==> src/shared/iuvf_consts.svh <==
// Functional notes
// - 16-bit linear undervoltage threshold compared against input
// - Response 00 keeps running, no interruption
// - Response 01 runs for delay, then applies retry setting if fault remains
// - Response 10 disables output, then retry setting
// - Response 11 latches output off until cleared
// - Status bit clear or clear-faults unlatches
// - Output off-then-on cycle also unlatches
// - Retry count 000 means no restart
// - Counts 1-6 retry that often, then latch
// - Attempt starts spaced by delay times unit
// - Count 111 retries until off or shutdown
// - Delay field decodes to two power field units
// - Delay serves ride-through or retry spacing
// - Unit length comes from time-unit register
`ifndef IUVF_CONSTS_SVH
`define IUVF_CONSTS_SVH
// Command codes
`define IUVF_CMD_OPERATION 8'h01
`define IUVF_CMD_CLEAR_FAULTS 8'h03
`define IUVF_CMD_THRESHOLD 8'h59
`define IUVF_CMD_ACTION 8'h5a
`define IUVF_CMD_STATUS_INPUT 8'h7c
`define IUVF_CMD_TIME_UNIT 8'hd2
// Field positions
`define IUVF_OP_ON_BIT 7
`define IUVF_STAT_UV_BIT 4
`define IUVF_RESP_HI 7
`define IUVF_RESP_LO 6
`define IUVF_RETRY_HI 5
`define IUVF_RETRY_LO 3
`define IUVF_DELAY_HI 2
`define IUVF_DELAY_LO 0
`define IUVF_LIN_EXP_HI 15
`define IUVF_LIN_EXP_LO 11
`define IUVF_LIN_MANT_HI 10
// Reset values
`define IUVF_RST_THRESHOLD 16'h0000
`define IUVF_RST_ACTION 8'hc0
`define IUVF_RST_TIME_UNIT 16'h0001
`define IUVF_RST_OPERATION 8'h80
// Retry encodings
`define IUVF_RETRY_NONE 3'h0
`define IUVF_RETRY_FOREVER 3'h7
// Timing: time unit register counts microseconds
`define IUVF_CLK_PERIOD_NS 10
`define IUVF_UNIT_NS 1000
`define IUVF_CYC_PER_US (`IUVF_UNIT_NS / `IUVF_CLK_PERIOD_NS)
`endif

==> src/shared/iuvf_pkg.sv <==
package iuvf_pkg;
  // Fault response field
  typedef enum logic [1:0] {
    IUVF_RESP_IGNORE = 2'b00,
    IUVF_RESP_RIDE = 2'b01,
    IUVF_RESP_RETRY = 2'b10,
    IUVF_RESP_LATCH = 2'b11
  } iuvf_resp_t;
  // Output sequencing states
  typedef enum logic [2:0] {
    IUVF_OFF = 3'b000,
    IUVF_RUN = 3'b001,
    IUVF_RIDE = 3'b010,
    IUVF_WAIT = 3'b011,
    IUVF_TRY = 3'b100,
    IUVF_LATCHED = 3'b101
  } iuvf_state_t;
endpackage : iuvf_pkg

==> src/shared/iuvf_tmr_if.sv <==
`timescale 1ns/1ps
interface iuvf_tmr_if;
  logic start;
  logic [7:0] units;
  logic [15:0] unit_us;
  logic done;
  logic busy;
  modport ctrl (output start, output units, output unit_us, input done, input busy);
  modport tmr (input start, input units, input unit_us, output done, output busy);
endinterface : iuvf_tmr_if

==> src/rtl/iuvf_delay_timer.sv <==
`timescale 1ns/1ps
`include "iuvf_consts.svh"
module iuvf_delay_timer
  import iuvf_pkg::*;
#(
  parameter int CYC_PER_US = `IUVF_CYC_PER_US
)
(
  // Clock and reset
  input wire logic ref_clk,
  input wire logic srst,
  // Timer control
  iuvf_tmr_if.tmr t
);
  typedef struct packed {
    logic busy;
    logic done;
    logic [15:0] pre;
    logic [15:0] us;
    logic [7:0] left;
    logic [15:0] unit_us;
  } iuvf_tmr_st_t;

  iuvf_tmr_st_t st_ff;
  iuvf_tmr_st_t nxt_st;
  localparam logic [15:0] PRE_LAST = 16'(CYC_PER_US - 1);

  // Count microsecond ticks, then units, restart on every start
  always_comb
  begin
    nxt_st = st_ff;
    nxt_st.done = 1'b0;
    if (t.start)
    begin
      nxt_st.busy = 1'b1;
      nxt_st.pre = 16'h0000;
      nxt_st.us = 16'h0000;
      nxt_st.left = t.units;
      nxt_st.unit_us = (t.unit_us == 16'h0000) ? 16'h0001 : t.unit_us;
    end
    else if (st_ff.busy)
    begin
      nxt_st.pre = st_ff.pre + 16'h0001;
      if (st_ff.pre == PRE_LAST)
      begin
        nxt_st.pre = 16'h0000;
        nxt_st.us = st_ff.us + 16'h0001;
        if (st_ff.us == st_ff.unit_us - 16'h0001)
        begin
          nxt_st.us = 16'h0000;
          nxt_st.left = st_ff.left - 8'h01;
          if (st_ff.left == 8'h01)
          begin
            nxt_st.busy = 1'b0;
            nxt_st.done = 1'b1;
          end
        end
      end
    end
  end

  // State register
  always_ff @(posedge ref_clk)
  begin
    if (srst)
      st_ff <= '0;
    else
      st_ff <= nxt_st;
  end

  assign t.done = st_ff.done;
  assign t.busy = st_ff.busy;

  AST_TMR_START: assert property (@(posedge ref_clk) disable iff (srst)
    t.start |=> t.busy && !t.done) else $error("Timer did not start");
endmodule : iuvf_delay_timer

==> src/rtl/iuvf_top.sv <==
`timescale 1ns/1ps
`include "iuvf_consts.svh"
module iuvf_top
  import iuvf_pkg::*;
#(
  parameter int CYC_PER_US = `IUVF_CYC_PER_US
)
(
  // Clock and reset
  input wire logic ref_clk,
  input wire logic srst,
  // Command port
  input wire logic cmd_wr,
  input wire logic cmd_rd,
  input wire logic [7:0] cmd_code,
  input wire logic [15:0] cmd_wdata,
  output logic [15:0] cmd_rdata,
  // Converter side
  input wire logic [15:0] vin_meas,
  input wire logic ctrl_pin,
  input wire logic other_fault_off,
  output logic out_enable,
  output logic uv_fault,
  output logic [2:0] retry_used
);
  typedef struct packed {
    logic [15:0] thr;
    logic [7:0] action;
    logic [15:0] unit_us;
    logic op_on;
    logic ctrl_s1;
    logic ctrl_s2;
    logic en_prev;
    logic fault_flag;
    logic out_en;
    logic [2:0] attempts;
    iuvf_state_t state;
    logic [15:0] rdata;
  } iuvf_st_t;

  iuvf_st_t st_ff;
  iuvf_st_t nxt_st;
  iuvf_tmr_if tmr_bus ();

  // Linear value to fixed point, 16 fraction bits, negatives as zero
  function automatic logic [47:0] iuvf_lin_fix(input logic [15:0] v);
    logic [4:0] e;
    logic [47:0] m;
    e = v[`IUVF_LIN_EXP_HI:`IUVF_LIN_EXP_LO];
    m = v[`IUVF_LIN_MANT_HI] ? 48'h0 : {21'h0, v[`IUVF_LIN_MANT_HI:0], 16'h0};
    if (e[4])
      iuvf_lin_fix = m >> (~e + 5'h01);
    else
      iuvf_lin_fix = m << e;
  endfunction : iuvf_lin_fix

  logic en;
  logic en_rise;
  logic fault_now;
  logic clr_bit;
  logic clr_cf;
  logic clr_any;
  logic [1:0] resp;
  logic [2:0] retries;
  logic [2:0] dly;
  logic [7:0] units;
  logic tmr_start;

  // Decoded fields and commanded enable
  assign resp = st_ff.action[`IUVF_RESP_HI:`IUVF_RESP_LO];
  assign retries = st_ff.action[`IUVF_RETRY_HI:`IUVF_RETRY_LO];
  assign dly = st_ff.action[`IUVF_DELAY_HI:`IUVF_DELAY_LO];
  assign units = 8'h01 << dly;
  assign en = st_ff.ctrl_s2 && st_ff.op_on;
  assign en_rise = en && !st_ff.en_prev;
  assign fault_now = st_ff.out_en &&
    (iuvf_lin_fix(vin_meas) < iuvf_lin_fix(st_ff.thr));
  assign clr_bit = cmd_wr && (cmd_code == `IUVF_CMD_STATUS_INPUT) &&
    cmd_wdata[`IUVF_STAT_UV_BIT];
  assign clr_cf = cmd_wr && (cmd_code == `IUVF_CMD_CLEAR_FAULTS);
  assign clr_any = clr_bit || clr_cf || en_rise;

  // Registers, fault flag and response sequencing
  always_comb
  begin
    nxt_st = st_ff;
    tmr_start = 1'b0;
    nxt_st.ctrl_s1 = ctrl_pin;
    nxt_st.ctrl_s2 = st_ff.ctrl_s1;
    nxt_st.en_prev = en;
    if (cmd_wr)
    begin
      unique case (cmd_code)
        `IUVF_CMD_THRESHOLD: nxt_st.thr = cmd_wdata;
        `IUVF_CMD_ACTION: nxt_st.action = cmd_wdata[7:0];
        `IUVF_CMD_TIME_UNIT: nxt_st.unit_us = cmd_wdata;
        `IUVF_CMD_OPERATION: nxt_st.op_on = cmd_wdata[`IUVF_OP_ON_BIT];
        default: ;
      endcase
    end
    if (cmd_rd)
    begin
      unique case (cmd_code)
        `IUVF_CMD_THRESHOLD: nxt_st.rdata = st_ff.thr;
        `IUVF_CMD_ACTION: nxt_st.rdata = {8'h00, st_ff.action};
        `IUVF_CMD_TIME_UNIT: nxt_st.rdata = st_ff.unit_us;
        `IUVF_CMD_OPERATION: nxt_st.rdata = {8'h00, st_ff.op_on, 7'h00};
        `IUVF_CMD_STATUS_INPUT: nxt_st.rdata = 16'(st_ff.fault_flag) << `IUVF_STAT_UV_BIT;
        default: nxt_st.rdata = 16'h0000;
      endcase
    end
    // Sticky flag, a new fault wins over a clear
    if (clr_any)
      nxt_st.fault_flag = 1'b0;
    if (fault_now)
      nxt_st.fault_flag = 1'b1;
    unique case (st_ff.state)
      IUVF_OFF:
      begin
        nxt_st.out_en = 1'b0;
        nxt_st.attempts = 3'h0;
        if (en && !other_fault_off)
        begin
          nxt_st.state = IUVF_RUN;
          nxt_st.out_en = 1'b1;
        end
      end
      IUVF_RUN:
      begin
        if (fault_now)
        begin
          unique case (resp)
            IUVF_RESP_IGNORE: ;
            IUVF_RESP_RIDE:
            begin
              nxt_st.state = IUVF_RIDE;
              tmr_start = 1'b1;
            end
            IUVF_RESP_RETRY: nxt_st.state = IUVF_WAIT;
            IUVF_RESP_LATCH: nxt_st.state = IUVF_LATCHED;
          endcase
        end
      end
      IUVF_RIDE:
      begin
        if (tmr_bus.done)
          nxt_st.state = fault_now ? IUVF_WAIT : IUVF_RUN;
      end
      IUVF_WAIT:
      begin
        nxt_st.out_en = 1'b0;
        if (tmr_bus.done)
        begin
          nxt_st.state = IUVF_TRY;
          nxt_st.out_en = 1'b1;
          tmr_start = 1'b1;
        end
      end
      IUVF_TRY:
      begin
        if (fault_now)
          nxt_st.state = IUVF_WAIT;
        else if (tmr_bus.done)
        begin
          nxt_st.state = IUVF_RUN;
          nxt_st.attempts = 3'h0;
        end
      end
      IUVF_LATCHED:
      begin
        nxt_st.out_en = 1'b0;
        if (clr_any)
        begin
          nxt_st.state = IUVF_OFF;
          nxt_st.attempts = 3'h0;
        end
      end
      default:
      begin
        nxt_st.state = IUVF_OFF;
        nxt_st.out_en = 1'b0;
      end
    endcase
    // A new wait decides between another attempt and latching off
    if (nxt_st.state == IUVF_WAIT && st_ff.state != IUVF_WAIT)
    begin
      nxt_st.out_en = 1'b0;
      if (retries == `IUVF_RETRY_NONE)
        nxt_st.state = IUVF_LATCHED;
      else if (retries != `IUVF_RETRY_FOREVER && st_ff.attempts >= retries)
        nxt_st.state = IUVF_LATCHED;
      else
      begin
        tmr_start = 1'b1;
        if (retries != `IUVF_RETRY_FOREVER)
          nxt_st.attempts = st_ff.attempts + 3'h1;
      end
    end
    if (nxt_st.state == IUVF_LATCHED)
      nxt_st.out_en = 1'b0;
    // Commanded off or another shutdown ends any sequence
    if (st_ff.state != IUVF_OFF && st_ff.state != IUVF_LATCHED &&
        (!en || other_fault_off))
    begin
      nxt_st.state = IUVF_OFF;
      nxt_st.out_en = 1'b0;
    end
  end

  // State register
  always_ff @(posedge ref_clk)
  begin
    if (srst)
    begin
      st_ff <= '0;
      st_ff.thr <= `IUVF_RST_THRESHOLD;
      st_ff.action <= `IUVF_RST_ACTION;
      st_ff.unit_us <= `IUVF_RST_TIME_UNIT;
      st_ff.op_on <= 1'(`IUVF_RST_OPERATION >> `IUVF_OP_ON_BIT);
      st_ff.state <= IUVF_OFF;
    end
    else
      st_ff <= nxt_st;
  end

  // Delay timer
  assign tmr_bus.start = tmr_start;
  assign tmr_bus.units = units;
  assign tmr_bus.unit_us = st_ff.unit_us;

  iuvf_delay_timer #(.CYC_PER_US(CYC_PER_US)) u_timer (
    .ref_clk(ref_clk),
    .srst(srst),
    .t(tmr_bus.tmr)
  );

  // Outputs
  assign cmd_rdata = st_ff.rdata;
  assign out_enable = st_ff.out_en;
  assign uv_fault = st_ff.fault_flag;
  assign retry_used = st_ff.attempts;

  AST_IGNORE: assert property (@(posedge ref_clk) disable iff (srst)
    st_ff.state == IUVF_RUN && fault_now && resp == 2'b00 && en && !other_fault_off
    |=> st_ff.state == IUVF_RUN && st_ff.out_en) else $error("Ignored fault stopped output");
  AST_RIDE: assert property (@(posedge ref_clk) disable iff (srst)
    st_ff.state == IUVF_RUN && fault_now && resp == 2'b01 && en && !other_fault_off
    |=> st_ff.state == IUVF_RIDE && st_ff.out_en) else $error("Ride-through not entered");
  AST_DISABLE: assert property (@(posedge ref_clk) disable iff (srst)
    st_ff.state == IUVF_RUN && fault_now && resp == 2'b10 |=> !st_ff.out_en)
    else $error("Output not disabled on fault");
  AST_LATCH: assert property (@(posedge ref_clk) disable iff (srst)
    st_ff.state == IUVF_RUN && fault_now && resp == 2'b11 && en && !other_fault_off
    |=> st_ff.state == IUVF_LATCHED && !st_ff.out_en) else $error("Fault did not latch off");
  AST_CLEAR: assert property (@(posedge ref_clk) disable iff (srst)
    st_ff.state == IUVF_LATCHED && clr_cf |=> st_ff.state == IUVF_OFF && st_ff.attempts == 3'h0)
    else $error("Clear-faults did not unlatch");
  AST_NO_RETRY: assert property (@(posedge ref_clk) disable iff (srst)
    st_ff.state == IUVF_RUN && fault_now && resp == 2'b10 && retries == 3'h0 && en &&
    !other_fault_off |=> st_ff.state == IUVF_LATCHED) else $error("Retried with count zero");
  AST_UNITS: assert property (@(posedge ref_clk) disable iff (srst)
    tmr_start |-> $onehot(tmr_bus.units) && tmr_bus.units[dly])
    else $error("Bad delay decode");
  AST_FLAG: assert property (@(posedge ref_clk) disable iff (srst)
    fault_now |=> st_ff.fault_flag) else $error("Fault flag not set");
  AST_LIMIT: assert property (@(posedge ref_clk) disable iff (srst)
    retries != 3'h7 && retries != 3'h0 |-> st_ff.attempts <= retries ||
    $changed(st_ff.action)) else $error("Attempts exceed retry count");
  AST_OFF_LATCHED: assert property (@(posedge ref_clk) disable iff (srst)
    st_ff.state == IUVF_LATCHED && $past(st_ff.state) == IUVF_LATCHED |-> !st_ff.out_en)
    else $error("Output on while latched");
endmodule : iuvf_top

==> config.mk <==
export PLATFORM = sky130hd
export DESIGN_NAME = iuvf_top
export DESIGN_NICKNAME = d
export VERILOG_FILES = /design/src/shared/iuvf_pkg.sv /design/src/shared/iuvf_tmr_if.sv /design/src/rtl/iuvf_delay_timer.sv /design/src/rtl/iuvf_top.sv
export VERILOG_INCLUDE_DIRS = /design/src /design/src/shared
export SDC_FILE = /design/constraint.sdc
export NUM_CORES = 1
export LEC_CHECK = 0
export BUFFER_PORTS_ARGS = -buffer_cell sky130_fd_sc_hd__buf_2
export CAP_MARGIN = 20
export CORE_ASPECT_RATIO = 0.9
export CORE_MARGIN = 5
export CORE_UTILIZATION = 57
export DETAILED_ROUTE_END_ITERATION = 8
export PLACE_DENSITY = 0.78
export SLEW_MARGIN = 20
export SYNTH_ARGS = -nofsm -noshare
export SYNTH_HDL_FRONTEND = slang
export SYNTH_SLANG_ARGS = --single-unit
==> constraint.sdc <==
create_clock -name ref_clk -period 5.63 [get_ports ref_clk]
set_input_delay 1.126 -clock ref_clk [delete_from_list [all_inputs] [get_ports ref_clk]]
set_output_delay 1.126 -clock ref_clk [all_outputs]
set_load 0.01 [all_outputs]
==> report_table.html <==
<table>
<tr><th>Metric</th><th>Value</th></tr>
<tr><th colspan="2">Min path</th></tr>
<tr><td>Startpoint of the worst hold path</td><td>nxt_st[25]</td></tr>
<tr><td>WHS Path Cells</td><td>1</td></tr>
<tr><td>Worst hold path endpoint</td><td>st_ff[25]</td></tr>
<tr><td>Tightest Hold Check Type</td><td>register to register</td></tr>
<tr><th colspan="2">Power and ir drop</th></tr>
<tr><td>Switching Share</td><td>27.1%</td></tr>
<tr><td>Power density over the cells</td><td>196 nW/um2</td></tr>
<tr><td>Leakage</td><td>0.00450 uW</td></tr>
<tr><td>Power dissipated by switching net loads</td><td>625 uW</td></tr>
<tr><td>Logic pwr share</td><td>13.2%</td></tr>
<tr><td>Maximum vdd ir drop</td><td>231 uV</td></tr>
<tr><td>Clock share of power</td><td>47.7%</td></tr>
<tr><td>Register share of total power</td><td>39.1%</td></tr>
<tr><td>Internal</td><td>1680 uW</td></tr>
<tr><th colspan="2">Worst setup path</th></tr>
<tr><td>Depth of the worst register-to-register path</td><td>20</td></tr>
<tr><td>Reg2Reg Capture Point</td><td>u_timer.st_ff[11]</td></tr>
<tr><td>R2R Setup Slk</td><td>470 ps</td></tr>
<tr><td>Crit-path max FO</td><td>15</td></tr>
<tr><td>Class of the most critical setup path</td><td>register to register</td></tr>
<tr><td>Category of the worst setup path capture point</td><td>register</td></tr>
<tr><td>Data required time at the worst endpoint</td><td>5960 ps</td></tr>
<tr><td>FF-to-FF Start</td><td>st_ff[63]</td></tr>
<tr><td>Critical path arrival</td><td>5490 ps</td></tr>
<tr><td>Nature of the critical path startpoint</td><td>register</td></tr>
<tr><th colspan="2">STA</th></tr>
<tr><td>Period utilization</td><td>91.6%</td></tr>
<tr><td>Slew @ Worst Pin</td><td>1020 ps</td></tr>
<tr><td>Worst-case hold slack</td><td>452 ps</td></tr>
<tr><td>Final clock skew</td><td>16.3 ps</td></tr>
<tr><td>Max-slew violation count</td><td>0</td></tr>
<tr><td>Post-layout minimum cycle time</td><td>5160 ps</td></tr>
<tr><td>Setup TNS</td><td>0 ps</td></tr>
<tr><td>Final setup violation count</td><td>0</td></tr>
<tr><td>Fmax</td><td>0.194 GHz</td></tr>
<tr><td>Slew HR</td><td>31.7%</td></tr>
<tr><td>Number of endpoints with negative hold slack in the final report</td><td>0</td></tr>
<tr><td>Setup repair after global routing missed its margin</td><td>no</td></tr>
<tr><th colspan="2">Global route</th></tr>
<tr><td>Global-route wire length before repair</td><td>50300 um</td></tr>
<tr><td>Global Route Usage Sum</td><td>27.5%</td></tr>
<tr><td>Gr ovfl total</td><td>0</td></tr>
<tr><td>Number of antenna violations at the first check in global routing</td><td>0</td></tr>
<tr><td>Vias in the first global route</td><td>10056</td></tr>
<tr><td>Maximum number of pins on one net before global-route repair</td><td>97</td></tr>
<tr><th colspan="2">Place</th></tr>
<tr><td>Global placement routability congestion</td><td>0.977</td></tr>
<tr><td>Count of buffers inserted at the top-level ports</td><td>66</td></tr>
<tr><td>DPL Wire Length</td><td>22500 um</td></tr>
<tr><td>Placed Cells incl. Taps</td><td>1720</td></tr>
<tr><th colspan="2">Routing</th></tr>
<tr><td>Avg Vias per Cell</td><td>6.36</td></tr>
<tr><td># DRC</td><td>0</td></tr>
<tr><td>Detail-routed net length per standard cell</td><td>17.5 um</td></tr>
<tr><td>Drt initial violations</td><td>1220</td></tr>
<tr><td>Wirelength, routed</td><td>30700 um</td></tr>
<tr><td>Number of nets with antenna violations after routing</td><td>0</td></tr>
<tr><td>Via count</td><td>11156</td></tr>
<tr><td>First-pass detailed-route iteration total</td><td>5</td></tr>
<tr><th colspan="2">Synth</th></tr>
<tr><td>Cell variety after synth</td><td>83</td></tr>
<tr><td>Share of synthesized registers carrying an async set or reset</td><td>0%</td></tr>
<tr><td>Avg Cell Area, Syn</td><td>7.26 um2</td></tr>
<tr><td>Post-synthesis cell area</td><td>10700 um2</td></tr>
<tr><td>Portion of the post-synthesis area used by sequential elements</td><td>23.5%</td></tr>
<tr><td>Post-synth EDFFs</td><td>0</td></tr>
<tr><td>Number of instances in the synthesized netlist</td><td>1477</td></tr>
<tr><td>FF+latch count, synth</td><td>126</td></tr>
<tr><td>Cells taking the most area after synthesis</td><td>sky130_fd_sc_hd__dfxtp_1, sky130_fd_sc_hd__nand2_1, sky130_fd_sc_hd__ha_1, sky130_fd_sc_hd__a21oi_1, sky130_fd_sc_hd__mux2i_1</td></tr>
<tr><td>Number of warning messages in the yosys log</td><td>0</td></tr>
<tr><td>Top-area cell type share of the netlist area</td><td>23.5%</td></tr>
<tr><td>Synth Flop Type</td><td>sky130_fd_sc_hd__dfxtp_1</td></tr>
<tr><td>Yosys top cell by area</td><td>sky130_fd_sc_hd__dfxtp_1</td></tr>
<tr><th colspan="2">Outcome</th></tr>
<tr><td>Result of the run</td><td>finished, final reports clean</td></tr>
<tr><th colspan="2">Floorplanning</th></tr>
<tr><td>Die span in y</td><td>140 um</td></tr>
<tr><td>Die Area</td><td>21700 um2</td></tr>
<tr><td>Area of the placeable core</td><td>18500 um2</td></tr>
<tr><td>Number of cell rows</td><td>47</td></tr>
<tr><td>Count of pins on the block boundary</td><td>67</td></tr>
<tr><td>Effective utilization at floorplan</td><td>58.1%</td></tr>
<tr><td>Die width</td><td>155 um</td></tr>
<tr><th colspan="2">Final layout</th></tr>
<tr><td>Most common library cell in the layout ignoring fill and taps</td><td>sky130_fd_sc_hd__nand2_1</td></tr>
<tr><td>Net count, final</td><td>1603</td></tr>
<tr><td>Synth-to-Final Area Change</td><td>9.61%</td></tr>
<tr><td>Final Non-Filler Cells</td><td>1753</td></tr>
<tr><td>Share of layout cells above drive strength 1</td><td>11.1%</td></tr>
<tr><td>Highest-count cells in the layout ignoring fill and taps</td><td>sky130_fd_sc_hd__nand2_1, sky130_fd_sc_hd__nor2_1, sky130_fd_sc_hd__dfxtp_1</td></tr>
<tr><td>Diodes inserted</td><td>0</td></tr>
<tr><th colspan="2">Clock tree</th></tr>
<tr><td>Root buffer cell</td><td>sky130_fd_sc_hd__clkbuf_16</td></tr>
<tr><td>Sinks on Clock Net</td><td>126</td></tr>
<tr><td>Total CTS buffers</td><td>17</td></tr>
<tr><td>Clock tree from TritonCTS</td><td>done</td></tr>
<tr><td>Number of buffers inserted to repair setup after CTS</td><td>0</td></tr>
<tr><td>Max H-tree Level</td><td>4</td></tr>
<tr><td>Maximum buffer depth of the clock tree</td><td>2</td></tr>
<tr><td>Clock transition at the registers of the reported paths</td><td>60 ps</td></tr>
<tr><td>Insertion delay to the later sink of the worst-skew pair</td><td>420 ps</td></tr>
<tr><td>Post-cts sizing count</td><td>0</td></tr>
<tr><td>Hold_buf cts</td><td>0</td></tr>
<tr><th colspan="2">Job</th></tr>
<tr><td>Max-Cap Viols</td><td>0</td></tr>
</table>
-- metal layers --
layer,track usage [%],wire (um),vias up
met1,41.9,14300,5179
met2,39.1,12600,569
met3,6.60,3330,66
li1,-,-,5342
met4,5.95,459,0
met5,0,0,-
-- kinds of logic (layout without fill, tap and decap cells) --
family	Yosys count	in the layout	synth area share, %
simple gates	690	690	31.1
buf+inv	140	159	5.77
compound gates	336	336	20.2
other cells	2	14	0.0701
mux	71	71	8.01
xor+xnor	50	50	4.08
flops	126	126	23.5
fa+ha+maj	62	62	7.24
-- flip-flops by register name, summed over array words and instances (netlist names) --
| register | flops |
|---|---|
| nxt_st | 1 |
| resp | 2 |
| st_ff | 22 |
| retry_used | 3 |
| u_timer.st_ff | 56 |
| out_enable | 1 |
| dly | 3 |
| uv_fault | 1 |
| u_timer.t.busy | 1 |
| tmr_bus.unit_us | 16 |
| u_timer.t.done | 1 |
| retries | 3 |
| cmd_rdata | 16 |
-- synthesized netlist by cell type, types with 5 or more instances --
library cell	count
sky130_fd_sc_hd__a22oi_1	9
sky130_fd_sc_hd__or4_1	9
sky130_fd_sc_hd__a222oi_1	7
sky130_fd_sc_hd__buf_2	8
sky130_fd_sc_hd__nor3_1	37
sky130_fd_sc_hd__nor2_1	131
sky130_fd_sc_hd__o21ai_0	48
sky130_fd_sc_hd__and2_1	13
sky130_fd_sc_hd__a31oi_1	16
sky130_fd_sc_hd__nor2b_1	28
sky130_fd_sc_hd__nand2b_1	33
sky130_fd_sc_hd__nand3_1	48
sky130_fd_sc_hd__ha_1	62
sky130_fd_sc_hd__or2_2	8
sky130_fd_sc_hd__a21oi_1	115
sky130_fd_sc_hd__buf_4	20
sky130_fd_sc_hd__a22o_1	13
sky130_fd_sc_hd__or3_1	7
sky130_fd_sc_hd__o31ai_1	5
sky130_fd_sc_hd__nand4_1	24
sky130_fd_sc_hd__a211oi_1	35
sky130_fd_sc_hd__buf_1	12
sky130_fd_sc_hd__nand2_1	267
sky130_fd_sc_hd__a21o_1	14
sky130_fd_sc_hd__mux2i_1	52
sky130_fd_sc_hd__nand3b_1	8
sky130_fd_sc_hd__inv_1	27
sky130_fd_sc_hd__nand4b_1	5
sky130_fd_sc_hd__nor3b_1	8
sky130_fd_sc_hd__nor4_1	30
sky130_fd_sc_hd__clkbuf_1	70
sky130_fd_sc_hd__mux2_2	8
sky130_fd_sc_hd__o22ai_1	13
sky130_fd_sc_hd__and3_1	15
sky130_fd_sc_hd__xor2_1	26
sky130_fd_sc_hd__o211ai_1	6
sky130_fd_sc_hd__a21boi_0	5
sky130_fd_sc_hd__xnor2_1	24
sky130_fd_sc_hd__mux4_2	11
sky130_fd_sc_hd__dfxtp_1	126
-- layout make-up --
type	count	area, um2
multi-input cells	1223	7630
repair buffers	98	587
clock buffers	18	439
fillers	1574	6720
well taps	245	307
inverters	29	109
flip-flops and latches	126	2520
clock inverters	14	155
-- power by group through the flow --
stage               logic (uW)  registers [uW]  clock network, uW
global route               337             901               1160
CTS                        293             900               1110
global placement           289             920                  0
finish                     304             901               1100
floorplan                  209             916                  0
detailed placement         291             920                  0
-- worst max-delay path: stages, from the launching register on --
cell                        delay [ps]
sky130_fd_sc_hd__dfxtp_1           330
sky130_fd_sc_hd__inv_1              90
sky130_fd_sc_hd__ha_1              280
sky130_fd_sc_hd__xnor2_1           720
sky130_fd_sc_hd__nor2_1            110
sky130_fd_sc_hd__a211oi_1          240
sky130_fd_sc_hd__a31oi_1            60
sky130_fd_sc_hd__or2_2             370
sky130_fd_sc_hd__nor2_1            100
sky130_fd_sc_hd__o21ai_0           110
sky130_fd_sc_hd__ha_1              330
sky130_fd_sc_hd__o21ai_0           160
sky130_fd_sc_hd__a21oi_1            90
sky130_fd_sc_hd__a221oi_1          330
sky130_fd_sc_hd__o2111ai_1         170
sky130_fd_sc_hd__nand2_1           220
sky130_fd_sc_hd__mux2i_1           240
sky130_fd_sc_hd__nand3_1           200
sky130_fd_sc_hd__a31oi_2           330
sky130_fd_sc_hd__buf_4             320
sky130_fd_sc_hd__mux2i_1           240
-- stage by stage --
stage	setup slack [ps]	util [%]	instance area (um2)	power, uW
floorplan	82.4	-	10800	1130
CTS	545	63.6	11700	2300
detailed placement	181	60.4	11100	1210
global route	33.2	63.6	11800	2400
global placement	284	60.4	11100	1210
finish	473	63.6	11800	2300
-- worst max-delay path by stage --
stage | from | endpoint | slack [ps] | cells after the start
final | st_ff[63] | u_timer.st_ff[11] | 470 | 20
after global routing | st_ff[63] | u_timer.st_ff[11] | 30 | 20
after CTS | st_ff[63] | u_timer.st_ff[11] | 540 | 20
after detailed placement | vin_meas[12] | u_timer.st_ff[9] | 180 | 19
after global placement | vin_meas[11] | u_timer.st_ff[11] | 280 | 18
after floorplan | vin_meas[11] | u_timer.st_ff[20] | 80 | 23
No activity file was read; power rests on OpenSTA's default activity.
